==> config.mk <==
export PLATFORM = sky130hd
export DESIGN_NAME = link_sync_irq_status_checks
export DESIGN_NICKNAME = d
export VERILOG_FILES = /design/src/verilog/link_sync_irq_pkg.sv /design/src/verilog/event_flag_cell.sv /design/src/verilog/link_sync_irq_status_checks.sv
export SDC_FILE = /design/constraint.sdc
export NUM_CORES = 1
export LEC_CHECK = 0
export ABC_AREA = 1
export BUFFER_PORTS_ARGS = -buffer_cell sky130_fd_sc_hd__buf_2
export CAP_MARGIN = 40
export CORE_MARGIN = 2
export CORE_UTILIZATION = 42
export DETAILED_ROUTE_END_ITERATION = 16
export PLACE_DENSITY = 0.85
export SLEW_MARGIN = 20
export SYNTH_ARGS = -nofsm -noshare
export SYNTH_HDL_FRONTEND = slang
export SYNTH_SLANG_ARGS = --single-unit
export TNS_END_PERCENT = 5
==> constraint.sdc <==
create_clock -name core_clk_i -period 0.8 [get_ports core_clk_i]
set_input_delay 0.04 -clock core_clk_i [delete_from_list [all_inputs] [get_ports core_clk_i]]
set_output_delay 0.04 -clock core_clk_i [all_outputs]
set_load 0.05 [all_outputs]
==> src/verilog/link_sync_irq_pkg.sv <==
/*
 * constants shared by the status/check block and its flag cell:
 * register offsets, bit positions, reset values and check limits.
 * assumes an 8-bit register port with 12-bit byte offsets.
 */
package link_sync_irq_pkg;

   // register offsets on the register port
   localparam logic [11:0] CHAN0_EVENT_STATUS_ADDR = 12'h025;
   localparam logic [11:0] CHAN1_EVENT_STATUS_ADDR = 12'h026;
   localparam logic [11:0] LINK_CONFIG_CHECKS_ADDR = 12'h030;

   // reset values
   localparam logic [7:0] STATUS_RESET = 8'h00;
   localparam logic [7:0] CHECKS_RESET = 8'h00;

   // chan0_event_status bit positions
   localparam int CH0_TRIP_BIT = 0;
   localparam int CH0_WINDOW_BIT = 1;

   // chan1_event_status bit positions
   localparam int CH1_TRIP_BIT = 0;
   localparam int CH1_WINDOW_BIT = 1;
   localparam int CH1_ROTATE_BIT = 2;
   localparam int CH1_LOCK_BIT = 3;
   localparam int CH1_BLANK_BIT = 5;
   localparam int CH1_POWER_BIT = 7;

   // link_config_checks bit positions
   localparam int BAD_INTERP_BIT = 0;
   localparam int BAD_SUBCLASS_BIT = 1;
   localparam int BAD_K_BIT = 2;
   localparam int BAD_COMBO_BIT = 3;
   localparam int BAD_WINDOW_BIT = 4;
   localparam int DELAY_OVER_BIT = 5;

   // index of each flag in the internal flag vector
   localparam int FLAG_COUNT = 8;
   localparam int F_CH0_TRIP = 0;
   localparam int F_CH0_WINDOW = 1;
   localparam int F_CH1_TRIP = 2;
   localparam int F_CH1_WINDOW = 3;
   localparam int F_CH1_ROTATE = 4;
   localparam int F_CH1_LOCK = 5;
   localparam int F_CH1_BLANK = 6;
   localparam int F_CH1_POWER = 7;

   // supported link parameters
   localparam logic [7:0] K_SUPPORTED_A = 8'h10;
   localparam logic [7:0] K_SUPPORTED_B = 8'h20;
   localparam logic [2:0] SUBCLASS_MAX = 3'h1;
   localparam logic [3:0] WINDOW_LIMIT_MAX = 4'h3; // plain default

endpackage

==> src/verilog/event_flag_cell.sv <==
/*
 * one status flag: live view or rising-edge latch with write-one clear.
 * assumes the condition comes from logic on the same core clock.
 */
`timescale 1ns/1ps

module event_flag_cell
   import link_sync_irq_pkg::*;
(
   // clock and reset
   input wire logic core_clk_i,
   input wire logic rst_n_i,
   // condition and control
   input wire logic cond_i,
   input wire logic latch_en_i,
   input wire logic clear_i,
   // results
   output logic view_o,
   output logic pending_o
);

   logic cond_d_r;
   logic cond_d_nxt;
   logic flag_r;
   logic flag_nxt;
   logic rise;

   ////////////////////////////////////////////////////////////////////////
   // edge detect and latch; a set in the clear cycle wins so no event
   // is lost
   assign rise = cond_i & ~cond_d_r;

   always_comb begin
      cond_d_nxt = cond_i;
      flag_nxt = flag_r;
      if (!latch_en_i) begin
         flag_nxt = 1'b0; // live mode holds nothing
      end else if (rise) begin
         flag_nxt = 1'b1;
      end else if (clear_i) begin
         flag_nxt = 1'b0;
      end
   end

   always_ff @(posedge core_clk_i or negedge rst_n_i) begin
      if (!rst_n_i) begin
         cond_d_r <= 1'b0;
         flag_r <= 1'b0;
      end else begin
         cond_d_r <= cond_d_nxt;
         flag_r <= flag_nxt;
      end
   end

   ////////////////////////////////////////////////////////////////////////
   // what software sees and what pulls the interrupt
   assign view_o = latch_en_i ? flag_r : cond_i;
   assign pending_o = latch_en_i & flag_r;

endmodule

==> src/verilog/link_sync_irq_status_checks.sv <==
/*
 * interrupt status and link configuration checks for a two-channel
 * converter: two write-one-clear status registers, one read-only check
 * register and an active-low interrupt output.
 * assumes conditions and configuration come from core-clock logic and
 * that the register port gives one-cycle read and write strobes.
 */
// Behaviour
// - latch enable low: a read returns the condition's live state
// - latch enable high: flag sets on rising edge, holds, pulls irq low
// - writing one to a latched flag bit clears that flag unless a rising edge arrives in the same cycle
// - chan0 status bit 1: channel 0 phase outside alignment window
// - chan0 status bit 0: channel 0 alignment logic tripped
// - chan1 status at 0x026 bit 7: channel 1 over power threshold
// - chan1 status bit 5: channel 1 blanking finished
// - chan1 status register holds channel 1 alignment locked flag
// - chan1 status bit 2: channel 1 alignment rotated clock phase
// - chan1 status bit 1: channel 1 phase outside alignment window
// - chan1 status bit 0: channel 1 alignment logic tripped
// - check register 0x030 bit 5: frame delay above frames per multiframe
// - check bit 4: unsupported reference window limit
// - check bit 3: unsupported converter/lane/sample/octet combination
// - check bit 2: frames per multiframe other than 16 or 32
// - check bit 1: subclass neither 0 nor 1
// - check bit 0: interpolation not 1, 2, 4 or 8
`timescale 1ns/1ps

module link_sync_irq_status_checks
   import link_sync_irq_pkg::*;
(
   // clock and reset
   input wire logic core_clk_i,
   input wire logic rst_n_i,
   // register port
   input wire logic [11:0] reg_addr_i,
   input wire logic reg_wr_i,
   input wire logic reg_rd_i,
   input wire logic [7:0] reg_wdata_i,
   output logic [7:0] reg_rdata_o,
   output logic reg_rvalid_o,
   // channel 0 conditions
   input wire logic ch0_phase_outside_window_i,
   input wire logic ch0_align_tripped_i,
   // channel 1 conditions
   input wire logic ch1_power_threshold_error_i,
   input wire logic ch1_blanking_done_i,
   input wire logic ch1_align_locked_i,
   input wire logic ch1_align_rotated_i,
   input wire logic ch1_phase_outside_window_i,
   input wire logic ch1_align_tripped_i,
   // latch-mode enables
   input wire logic latch_en_ch0_window_i,
   input wire logic latch_en_ch0_trip_i,
   input wire logic latch_en_ch1_power_i,
   input wire logic latch_en_ch1_blank_i,
   input wire logic latch_en_ch1_lock_i,
   input wire logic latch_en_ch1_rotate_i,
   input wire logic latch_en_ch1_window_i,
   input wire logic latch_en_ch1_trip_i,
   // link configuration under check
   input wire logic [7:0] frame_clock_delay_i,
   input wire logic [7:0] frames_per_multiframe_i,
   input wire logic [3:0] window_limit_i,
   input wire logic link_combo_supported_i,
   input wire logic [2:0] subclass_i,
   input wire logic [3:0] interp_factor_i,
   // interrupt
   output logic irq_n_o
);

   logic [FLAG_COUNT-1:0] cond;
   logic [FLAG_COUNT-1:0] latch_en;
   logic [FLAG_COUNT-1:0] clear;
   logic [FLAG_COUNT-1:0] view;
   logic [FLAG_COUNT-1:0] pending;
   logic [7:0] ch0_status;
   logic [7:0] ch1_status;
   logic [7:0] checks_r;
   logic [7:0] checks_nxt;
   logic [7:0] rdata_r;
   logic [7:0] rdata_nxt;
   logic rvalid_r;
   logic rvalid_nxt;
   logic irq_n_r;
   logic irq_n_nxt;
   logic wr_ch0;
   logic wr_ch1;

   // address match, used for both write strobes and the read mux
   function automatic logic hit(input logic [11:0] a, input logic [11:0] r);
      hit = (a == r);
   endfunction

   // interpolation factors the datapath supports
   function automatic logic interp_ok(input logic [3:0] f);
      interp_ok = (f == 4'h1) || (f == 4'h2) || (f == 4'h4) || (f == 4'h8);
   endfunction

   ////////////////////////////////////////////////////////////////////////
   // gather conditions and enables into flag order
   always_comb begin
      cond = '0;
      cond[F_CH0_TRIP] = ch0_align_tripped_i;
      cond[F_CH0_WINDOW] = ch0_phase_outside_window_i;
      cond[F_CH1_TRIP] = ch1_align_tripped_i;
      cond[F_CH1_WINDOW] = ch1_phase_outside_window_i;
      cond[F_CH1_ROTATE] = ch1_align_rotated_i;
      cond[F_CH1_LOCK] = ch1_align_locked_i;
      cond[F_CH1_BLANK] = ch1_blanking_done_i;
      cond[F_CH1_POWER] = ch1_power_threshold_error_i;
      latch_en = '0;
      latch_en[F_CH0_TRIP] = latch_en_ch0_trip_i;
      latch_en[F_CH0_WINDOW] = latch_en_ch0_window_i;
      latch_en[F_CH1_TRIP] = latch_en_ch1_trip_i;
      latch_en[F_CH1_WINDOW] = latch_en_ch1_window_i;
      latch_en[F_CH1_ROTATE] = latch_en_ch1_rotate_i;
      latch_en[F_CH1_LOCK] = latch_en_ch1_lock_i;
      latch_en[F_CH1_BLANK] = latch_en_ch1_blank_i;
      latch_en[F_CH1_POWER] = latch_en_ch1_power_i;
   end

   ////////////////////////////////////////////////////////////////////////
   // write-one-clear strobes; reserved bit lanes are simply not wired
   assign wr_ch0 = reg_wr_i & hit(reg_addr_i, CHAN0_EVENT_STATUS_ADDR);
   assign wr_ch1 = reg_wr_i & hit(reg_addr_i, CHAN1_EVENT_STATUS_ADDR);

   always_comb begin
      clear = '0;
      clear[F_CH0_TRIP] = wr_ch0 & reg_wdata_i[CH0_TRIP_BIT];
      clear[F_CH0_WINDOW] = wr_ch0 & reg_wdata_i[CH0_WINDOW_BIT];
      clear[F_CH1_TRIP] = wr_ch1 & reg_wdata_i[CH1_TRIP_BIT];
      clear[F_CH1_WINDOW] = wr_ch1 & reg_wdata_i[CH1_WINDOW_BIT];
      clear[F_CH1_ROTATE] = wr_ch1 & reg_wdata_i[CH1_ROTATE_BIT];
      clear[F_CH1_LOCK] = wr_ch1 & reg_wdata_i[CH1_LOCK_BIT];
      clear[F_CH1_BLANK] = wr_ch1 & reg_wdata_i[CH1_BLANK_BIT];
      clear[F_CH1_POWER] = wr_ch1 & reg_wdata_i[CH1_POWER_BIT];
   end

   ////////////////////////////////////////////////////////////////////////
   // one flag cell per status bit
   genvar gi;
   generate
      for (gi = 0; gi < FLAG_COUNT; gi = gi + 1) begin : g_flag
         event_flag_cell u_cell (
            .core_clk_i(core_clk_i),
            .rst_n_i(rst_n_i),
            .cond_i(cond[gi]),
            .latch_en_i(latch_en[gi]),
            .clear_i(clear[gi]),
            .view_o(view[gi]),
            .pending_o(pending[gi])
         );
      end
   endgenerate

   ////////////////////////////////////////////////////////////////////////
   // status register images; unused positions read zero
   always_comb begin
      ch0_status = STATUS_RESET;
      ch0_status[CH0_WINDOW_BIT] = view[F_CH0_WINDOW];
      ch0_status[CH0_TRIP_BIT] = view[F_CH0_TRIP];
      ch1_status = STATUS_RESET;
      ch1_status[CH1_POWER_BIT] = view[F_CH1_POWER];
      ch1_status[CH1_BLANK_BIT] = view[F_CH1_BLANK];
      ch1_status[CH1_LOCK_BIT] = view[F_CH1_LOCK];
      ch1_status[CH1_ROTATE_BIT] = view[F_CH1_ROTATE];
      ch1_status[CH1_WINDOW_BIT] = view[F_CH1_WINDOW];
      ch1_status[CH1_TRIP_BIT] = view[F_CH1_TRIP];
   end

   ////////////////////////////////////////////////////////////////////////
   // configuration checks, registered so reads never see a glitch while
   // software is mid-way through reprogramming the link
   always_comb begin
      checks_nxt = CHECKS_RESET;
      checks_nxt[DELAY_OVER_BIT] =
         frame_clock_delay_i > frames_per_multiframe_i;
      checks_nxt[BAD_WINDOW_BIT] =
         window_limit_i > WINDOW_LIMIT_MAX;
      checks_nxt[BAD_COMBO_BIT] = ~link_combo_supported_i;
      checks_nxt[BAD_K_BIT] =
         (frames_per_multiframe_i != K_SUPPORTED_A) &&
         (frames_per_multiframe_i != K_SUPPORTED_B);
      checks_nxt[BAD_SUBCLASS_BIT] = subclass_i > SUBCLASS_MAX;
      checks_nxt[BAD_INTERP_BIT] =
         ~interp_ok(interp_factor_i);
   end

   ////////////////////////////////////////////////////////////////////////
   // read data, read valid and interrupt; unmapped reads return zero
   always_comb begin
      rvalid_nxt = reg_rd_i;
      rdata_nxt = rdata_r;
      if (reg_rd_i) begin
         if (hit(reg_addr_i, CHAN0_EVENT_STATUS_ADDR)) begin
            rdata_nxt = ch0_status;
         end else if (hit(reg_addr_i, CHAN1_EVENT_STATUS_ADDR)) begin
            rdata_nxt = ch1_status;
         end else if (hit(reg_addr_i, LINK_CONFIG_CHECKS_ADDR)) begin
            rdata_nxt = checks_r; // read-only: writes here are ignored
         end else begin
            rdata_nxt = 8'h00;
         end
      end
      irq_n_nxt = ~(|pending);
   end

   always_ff @(posedge core_clk_i or negedge rst_n_i) begin
      if (!rst_n_i) begin
         checks_r <= CHECKS_RESET;
         rdata_r <= 8'h00;
         rvalid_r <= 1'b0;
         irq_n_r <= 1'b1;
      end else begin
         checks_r <= checks_nxt;
         rdata_r <= rdata_nxt;
         rvalid_r <= rvalid_nxt;
         irq_n_r <= irq_n_nxt;
      end
   end

   assign reg_rdata_o = rdata_r;
   assign reg_rvalid_o = rvalid_r;
   assign irq_n_o = irq_n_r;

endmodule
=== Word-level counts from Yosys, hierarchy flattened ===
Index checks and enable logic that the tools add are counted.

* Flip-flop bits (word level): 32
* Bits of input ports: 68
* Output and inout port bits: 10

* Bitwise logic cells: 37
* Eq/ne operators: 17
* Reductions and logical operators: 5
* Order comparisons: 3
* Multiplexer cells: 35

{| class="wikitable"
|+ Operator list
! cell !! number
|-
| equality test 12 x 6 -> 1 bit (second input constant) || 3
|-
| two-way mux 1 bit || 32
|-
| AND 1 bit || 26
|-
| != test 3 x 1 -> 1 bit (second input constant) || 8
|-
| two-way mux 8 bit || 2
|-
| NOT 1 bit || 11
|-
| > comparator 8 bit || 1
|-
| != test 8 x 5 -> 1 bit (second input constant) || 1
|-
| != test 8 x 6 -> 1 bit (second input constant) || 1
|-
| OR reduction 8 bit || 1
|-
| two-way mux 6 bit || 1
|-
| equality test 4 x 1 -> 1 bit (second input constant) || 1
|-
| equality test 4 x 2 -> 1 bit (second input constant) || 1
|-
| equality test 4 x 3 -> 1 bit (second input constant) || 1
|-
| equality test 4 bit (second input constant) || 1
|-
| > comparator 4 x 2 -> 1 bit (second input constant) || 1
|-
| > comparator 3 x 1 -> 1 bit (second input constant) || 1
|-
| logical OR 1 bit || 3
|-
| logical AND 1 bit || 1
|}

=== Longest topological paths before layout ===
* Depth in word-level cells: 6
* Gate-level depth with buffers: 9

=== Modules after synthesis ===
From an unflattened synthesis, not the netlist that was laid out.

* Cell total of the unflattened synthesis: 235
* Area total of the unflattened synthesis: 1,776.7 um2

{| class="wikitable"
|+ By module, submodules not included
! module !! area an instance (um2) !! instances !! cells each
|-
| link_sync_irq_status_checks || 1,076.0 || 1 || 147
|-
| event_flag_cell || 87.6 || 8 || 11
|}

=== Worst setup path after synthesis ===
Ideal clock, no wire load.

* Path type: register to register
* Start point: register reg_rdata_o[4] (netlist name)
* End point: register rdata_r[4], in the netlist reg_rdata_o[4]
* Clock period less this slack: 0.860 ns
* Stages on the path, launching flop included: 3
* Setup slack: -0.060 ns
* Arrival time: 0.731 ns
* Cell sequence: dfrtp_1 nand2_1 o21ai_0

{| class="wikitable"
|+ RTL lines
! item !! line !! text
|-
| to (signal assigned) || link_sync_irq_status_checks.sv:216 || <nowiki>rdata_r <= rdata_nxt;</nowiki>
|-
| to (decl) || link_sync_irq_status_checks.sv:80 || <nowiki>logic [7:0] rdata_r;</nowiki>
|}

=== Worst setup path in the final report ===
* Start point: register irq_n_r, in the netlist irq_n_o
* End point: output irq_n_o

{| class="wikitable"
|+ RTL lines
! item !! line !! text
|-
| from (decl) || link_sync_irq_status_checks.sv:84 || <nowiki>logic irq_n_r;</nowiki>
|-
| from (signal assigned) || link_sync_irq_status_checks.sv:218 || <nowiki>irq_n_r <= irq_n_nxt;</nowiki>
|-
| to (decl) || link_sync_irq_status_checks.sv:68 || <nowiki>output logic irq_n_o</nowiki>
|}

No word-level cell between the ends.

==> metrics.txt <==
GR Util All Layers 0.2154; clock tree skew after final layout 0.008996 ns; Filler Cells Inserted 310; post-synthesis instance area approximately 1700 um^2; most instantiated flip-flop cell in the synthesis netlist dfrtp_1; number of warning messages in the yosys log 0; I/O Buffers 71; Final Wtd Congestion between 0.7 and 0.8; critical path class register to primary output; number of synthesized register bits 31; initial antenna violation count 0; number of diodes 0; PnR worst setup slack -0.2003 ns; switching power share of the total 0.2671; number of flops mapped to enable cells by yosys 0; fraction of the yosys area taken by sequential cells 0.4507; Area growth, synth to finish 56.46%; clock tree sinks 31; final hold violation count 0; Internal Power 2.737 mW; DRC marker count from the first detailed-route iteration 92; area share of the largest cell type after synthesis 0.4354; worst endpoint required time roughly 0.76 ns; crit path buf inv count 1; setup slack after placement -0.2588 ns; x dimension of the die 68.07 um; minimum clock period after layout 1.000 ns; IR drop worst, VDD 0.0007435 V; total global routing overflow 0; kind of start point of the critical path register; CTS tree yes; number of max-cap violations 0; Antenna Nets Post-Route 0; cells after synthesis 230; Routed WL per cell 10.92 um; setup slack of the worst register-to-register path -0.12 ns; number of primary I/O pins between 70 and 80; final wirelength 4356 um; Placement Rows 23; worst skew pair latency 0.29 ns; Reg clk slew, reported paths approximately 0.06 ns; number of different library cells in the post-synthesis netlist 25; Die Y 68.07 um; number of search-and-repair iterations in the first detailed-routing pass 4; Layout Utilization 0.6793; outcome finished with violations; vias per inst 4.647; LEAKAGE 1.550 nW; register area 778.2 um^2; portion of total power attributed to combinational logic 0.209; combined area of the multi-input logic cells 834.6 um^2; number of cells traversed by the worst hold path 3; sequential cell fraction of total power 0.452; failing checks setup timing; startpoint of the tightest hold check path frames_per_multiframe_i[6]; setup repair after global routing missed its margin yes; post-layout instance count excluding filler cells 399; power spent charging and discharging nets 997.8 uW; overall die area 4634 um^2; via count 1854; Clock Root Buffer clkbuf_8; clock share of power 0.339; sum of negative setup slack -1.438 ns; FFs w/ async S/R, synth 1.000; cell type group with the largest total delay on the critical path flip-flops; detailed placer's ending HPWL 3372 um; Slowest cell on crit path dfstp_2; launch point of the worst reg-to-reg path g_flag[4].u_cell.flag_r$_DFFE_PN0P_; data arrival time at the worst-slack endpoint 0.96 ns; delay of the slowest critical-path stage around 0.54 ns; PwrDens 1385 nW/um^2; final layout net count 424; crit path max fanout 1; Yosys top cell by area dfrtp_1; type of destination of the critical path primary output; Post-Route Hold Slack 0.008241 ns; floorplan core area between 3000 and 4000 um^2; Synth Area per Inst 7.496 um^2; CP Cell Sequence buf_8; nets in the synthesized netlist ~310; fraction of layout instances using a drive strength above 1 0.3696; final worst path period share 1.250; f_max 999.7 MHz; length in cells of the worst reg-to-reg path 6; number of buffers on the longest clock path 2; Setup Buffers After CTS 0; Min-Delay Path Class primary input to register; first-pass GRT wire length approximately 7400 um; number of instances in the placed design roughly 370; Setup crit start irq_n_o$_DFF_PN1_; maximum number of pins on one net before global-route repair 16; leading cell types by total area after synthesis dfrtp_1 44%, nand2_1 17%, inv_1 8.1%, ha_1 5.8%, nor2_1 3.9%; number of remaining DRC errors 0; Pins Over Slew Limit 0; number of buffers inserted during clock tree synthesis 5; number of failing setup endpoints in the final timing report 17; effective utilization at floorplan 0.4342; maximum level of the CTS H-tree 2; R2R Path End reg_rdata_o[2]$_DFFE_PN0P_; via count of the first global-routing pass roughly 1800; worst hold path endpoint checks_r[2]$_DFF_PN0_
==> cells in the final DEF, fill, tap and decap left out, types with 3 or more instances in the layout <==
master,netlist,routed
a21oi_1,7,5
buf_2,0,62
buf_4,1,18
buf_6,0,9
clkbuf_8,0,6
dfrtp_1,30,29
dlygate4sd3_1,0,21
ha_1,8,8
inv_1,37,35
inv_2,2,4
nand2_1,78,72
nand2_2,4,10
nand3_1,13,13
nand4_1,3,3
nor2_1,18,18
nor2_2,4,3
nor2_4,2,3
o21ai_1,0,5
o21ai_2,0,3
==> synthesized netlist by cell type, types with 2 or more instances <==
cell type,instances
ha_1,8
inv_1,37
nand2_2,4
o21ai_0,10
nor2_1,18
dfrtp_1,30
or2_2,3
nand3_1,13
inv_2,2
nor2_2,4
nor2_4,2
nand4_1,3
a21oi_1,7
nand2_1,78
==> tightest hold or removal path: stages <==
cell and delay [ns]:
buf_2 0.10, a211oi_1 0.05, o211ai_1 0.07
==> power groups by stage <==
| stage | Clock [mW] | Sequential (mW) | Combinational [mW] |
|---|---|---|---|
| floorplan | 0 | 1.74 | 0.254 |
| global placement | 0 | 1.70 | 0.620 |
| detailed placement | 0 | 1.71 | 0.643 |
| CTS | 1.29 | 1.68 | 0.749 |
| global route | 1.37 | 1.70 | 0.876 |
| finish | 1.27 | 1.69 | 0.779 |
==> how the worst max path moves through the flow <==
| stage | depth (start not counted) | to |
|---|---|---|
| after floorplan | 8 | g_flag[4].u_cell.flag_r$_DFFE_PN0P_ |
| after global placement | 6 | reg_rdata_o[2]$_DFFE_PN0P_ |
| after detailed placement | 9 | g_flag[2].u_cell.flag_r$_DFFE_PN0P_ |
| after CTS | 1 | irq_n_o |
| after global routing | 1 | irq_n_o |
| final | 1 | irq_n_o |
==> state kept, by name (all words and copies together) (netlist names) <==
| name | cells |
|---|---|
| g_flag.u_cell.flag_r | 8 |
| reg_rvalid_o | 1 |
| checks_r | 6 |
| reg_rdata_o | 7 |
| irq_n_o | 1 |
| g_flag.u_cell.cond_d_r | 8 |
==> cells by family (layout without fill, tap and decap cells) <==
group,Yosys count,count (layout),share of synthesized area
compound gates,20,20,0.06241
fa+ha+maj,8,8,0.05806
buf+inv,40,159,0.08926
flops,31,31,0.4507
other cells,1,1,0.002175
simple gates,130,130,0.3374
==> through the flow <==
stage	cell area (um^2)	power (mW)
after floorplan	1725	1.998
after global placement	2278	2.323
after detailed placement	2278	2.350
after CTS	2649	3.725
after global routing	2698	3.938
final	2698	3.735
==> timing repair <==
action	4_1_cts	5_1_grt
hold endpoints to repair	50	1
pin swaps	5	3
gates resized for setup	29	15
hold buffers	21	1
endpoints found under the setup margin	17	27
==> area by class of cell <==
cell class | count | area share
timing repair buffer | 112 | 0.2908
multi-input combinational | 159 | 0.3094
sequential | 31 | 0.2885
clock inverter | 1 | 0.001855
inverter | 39 | 0.05427
clock buffer | 7 | 0.03200
tap | 50 | 0.02319
==> layer usage <==
layer	global-route usage	wire (um)	share of wire
met5	0	0	0
met4	0.06750	65	0.015
met3	0.05921	287	0.066
met2	0.3835	2201	0.51
met1	0.2497	1801	0.41
No activity file was read; power rests on OpenSTA's default activity.
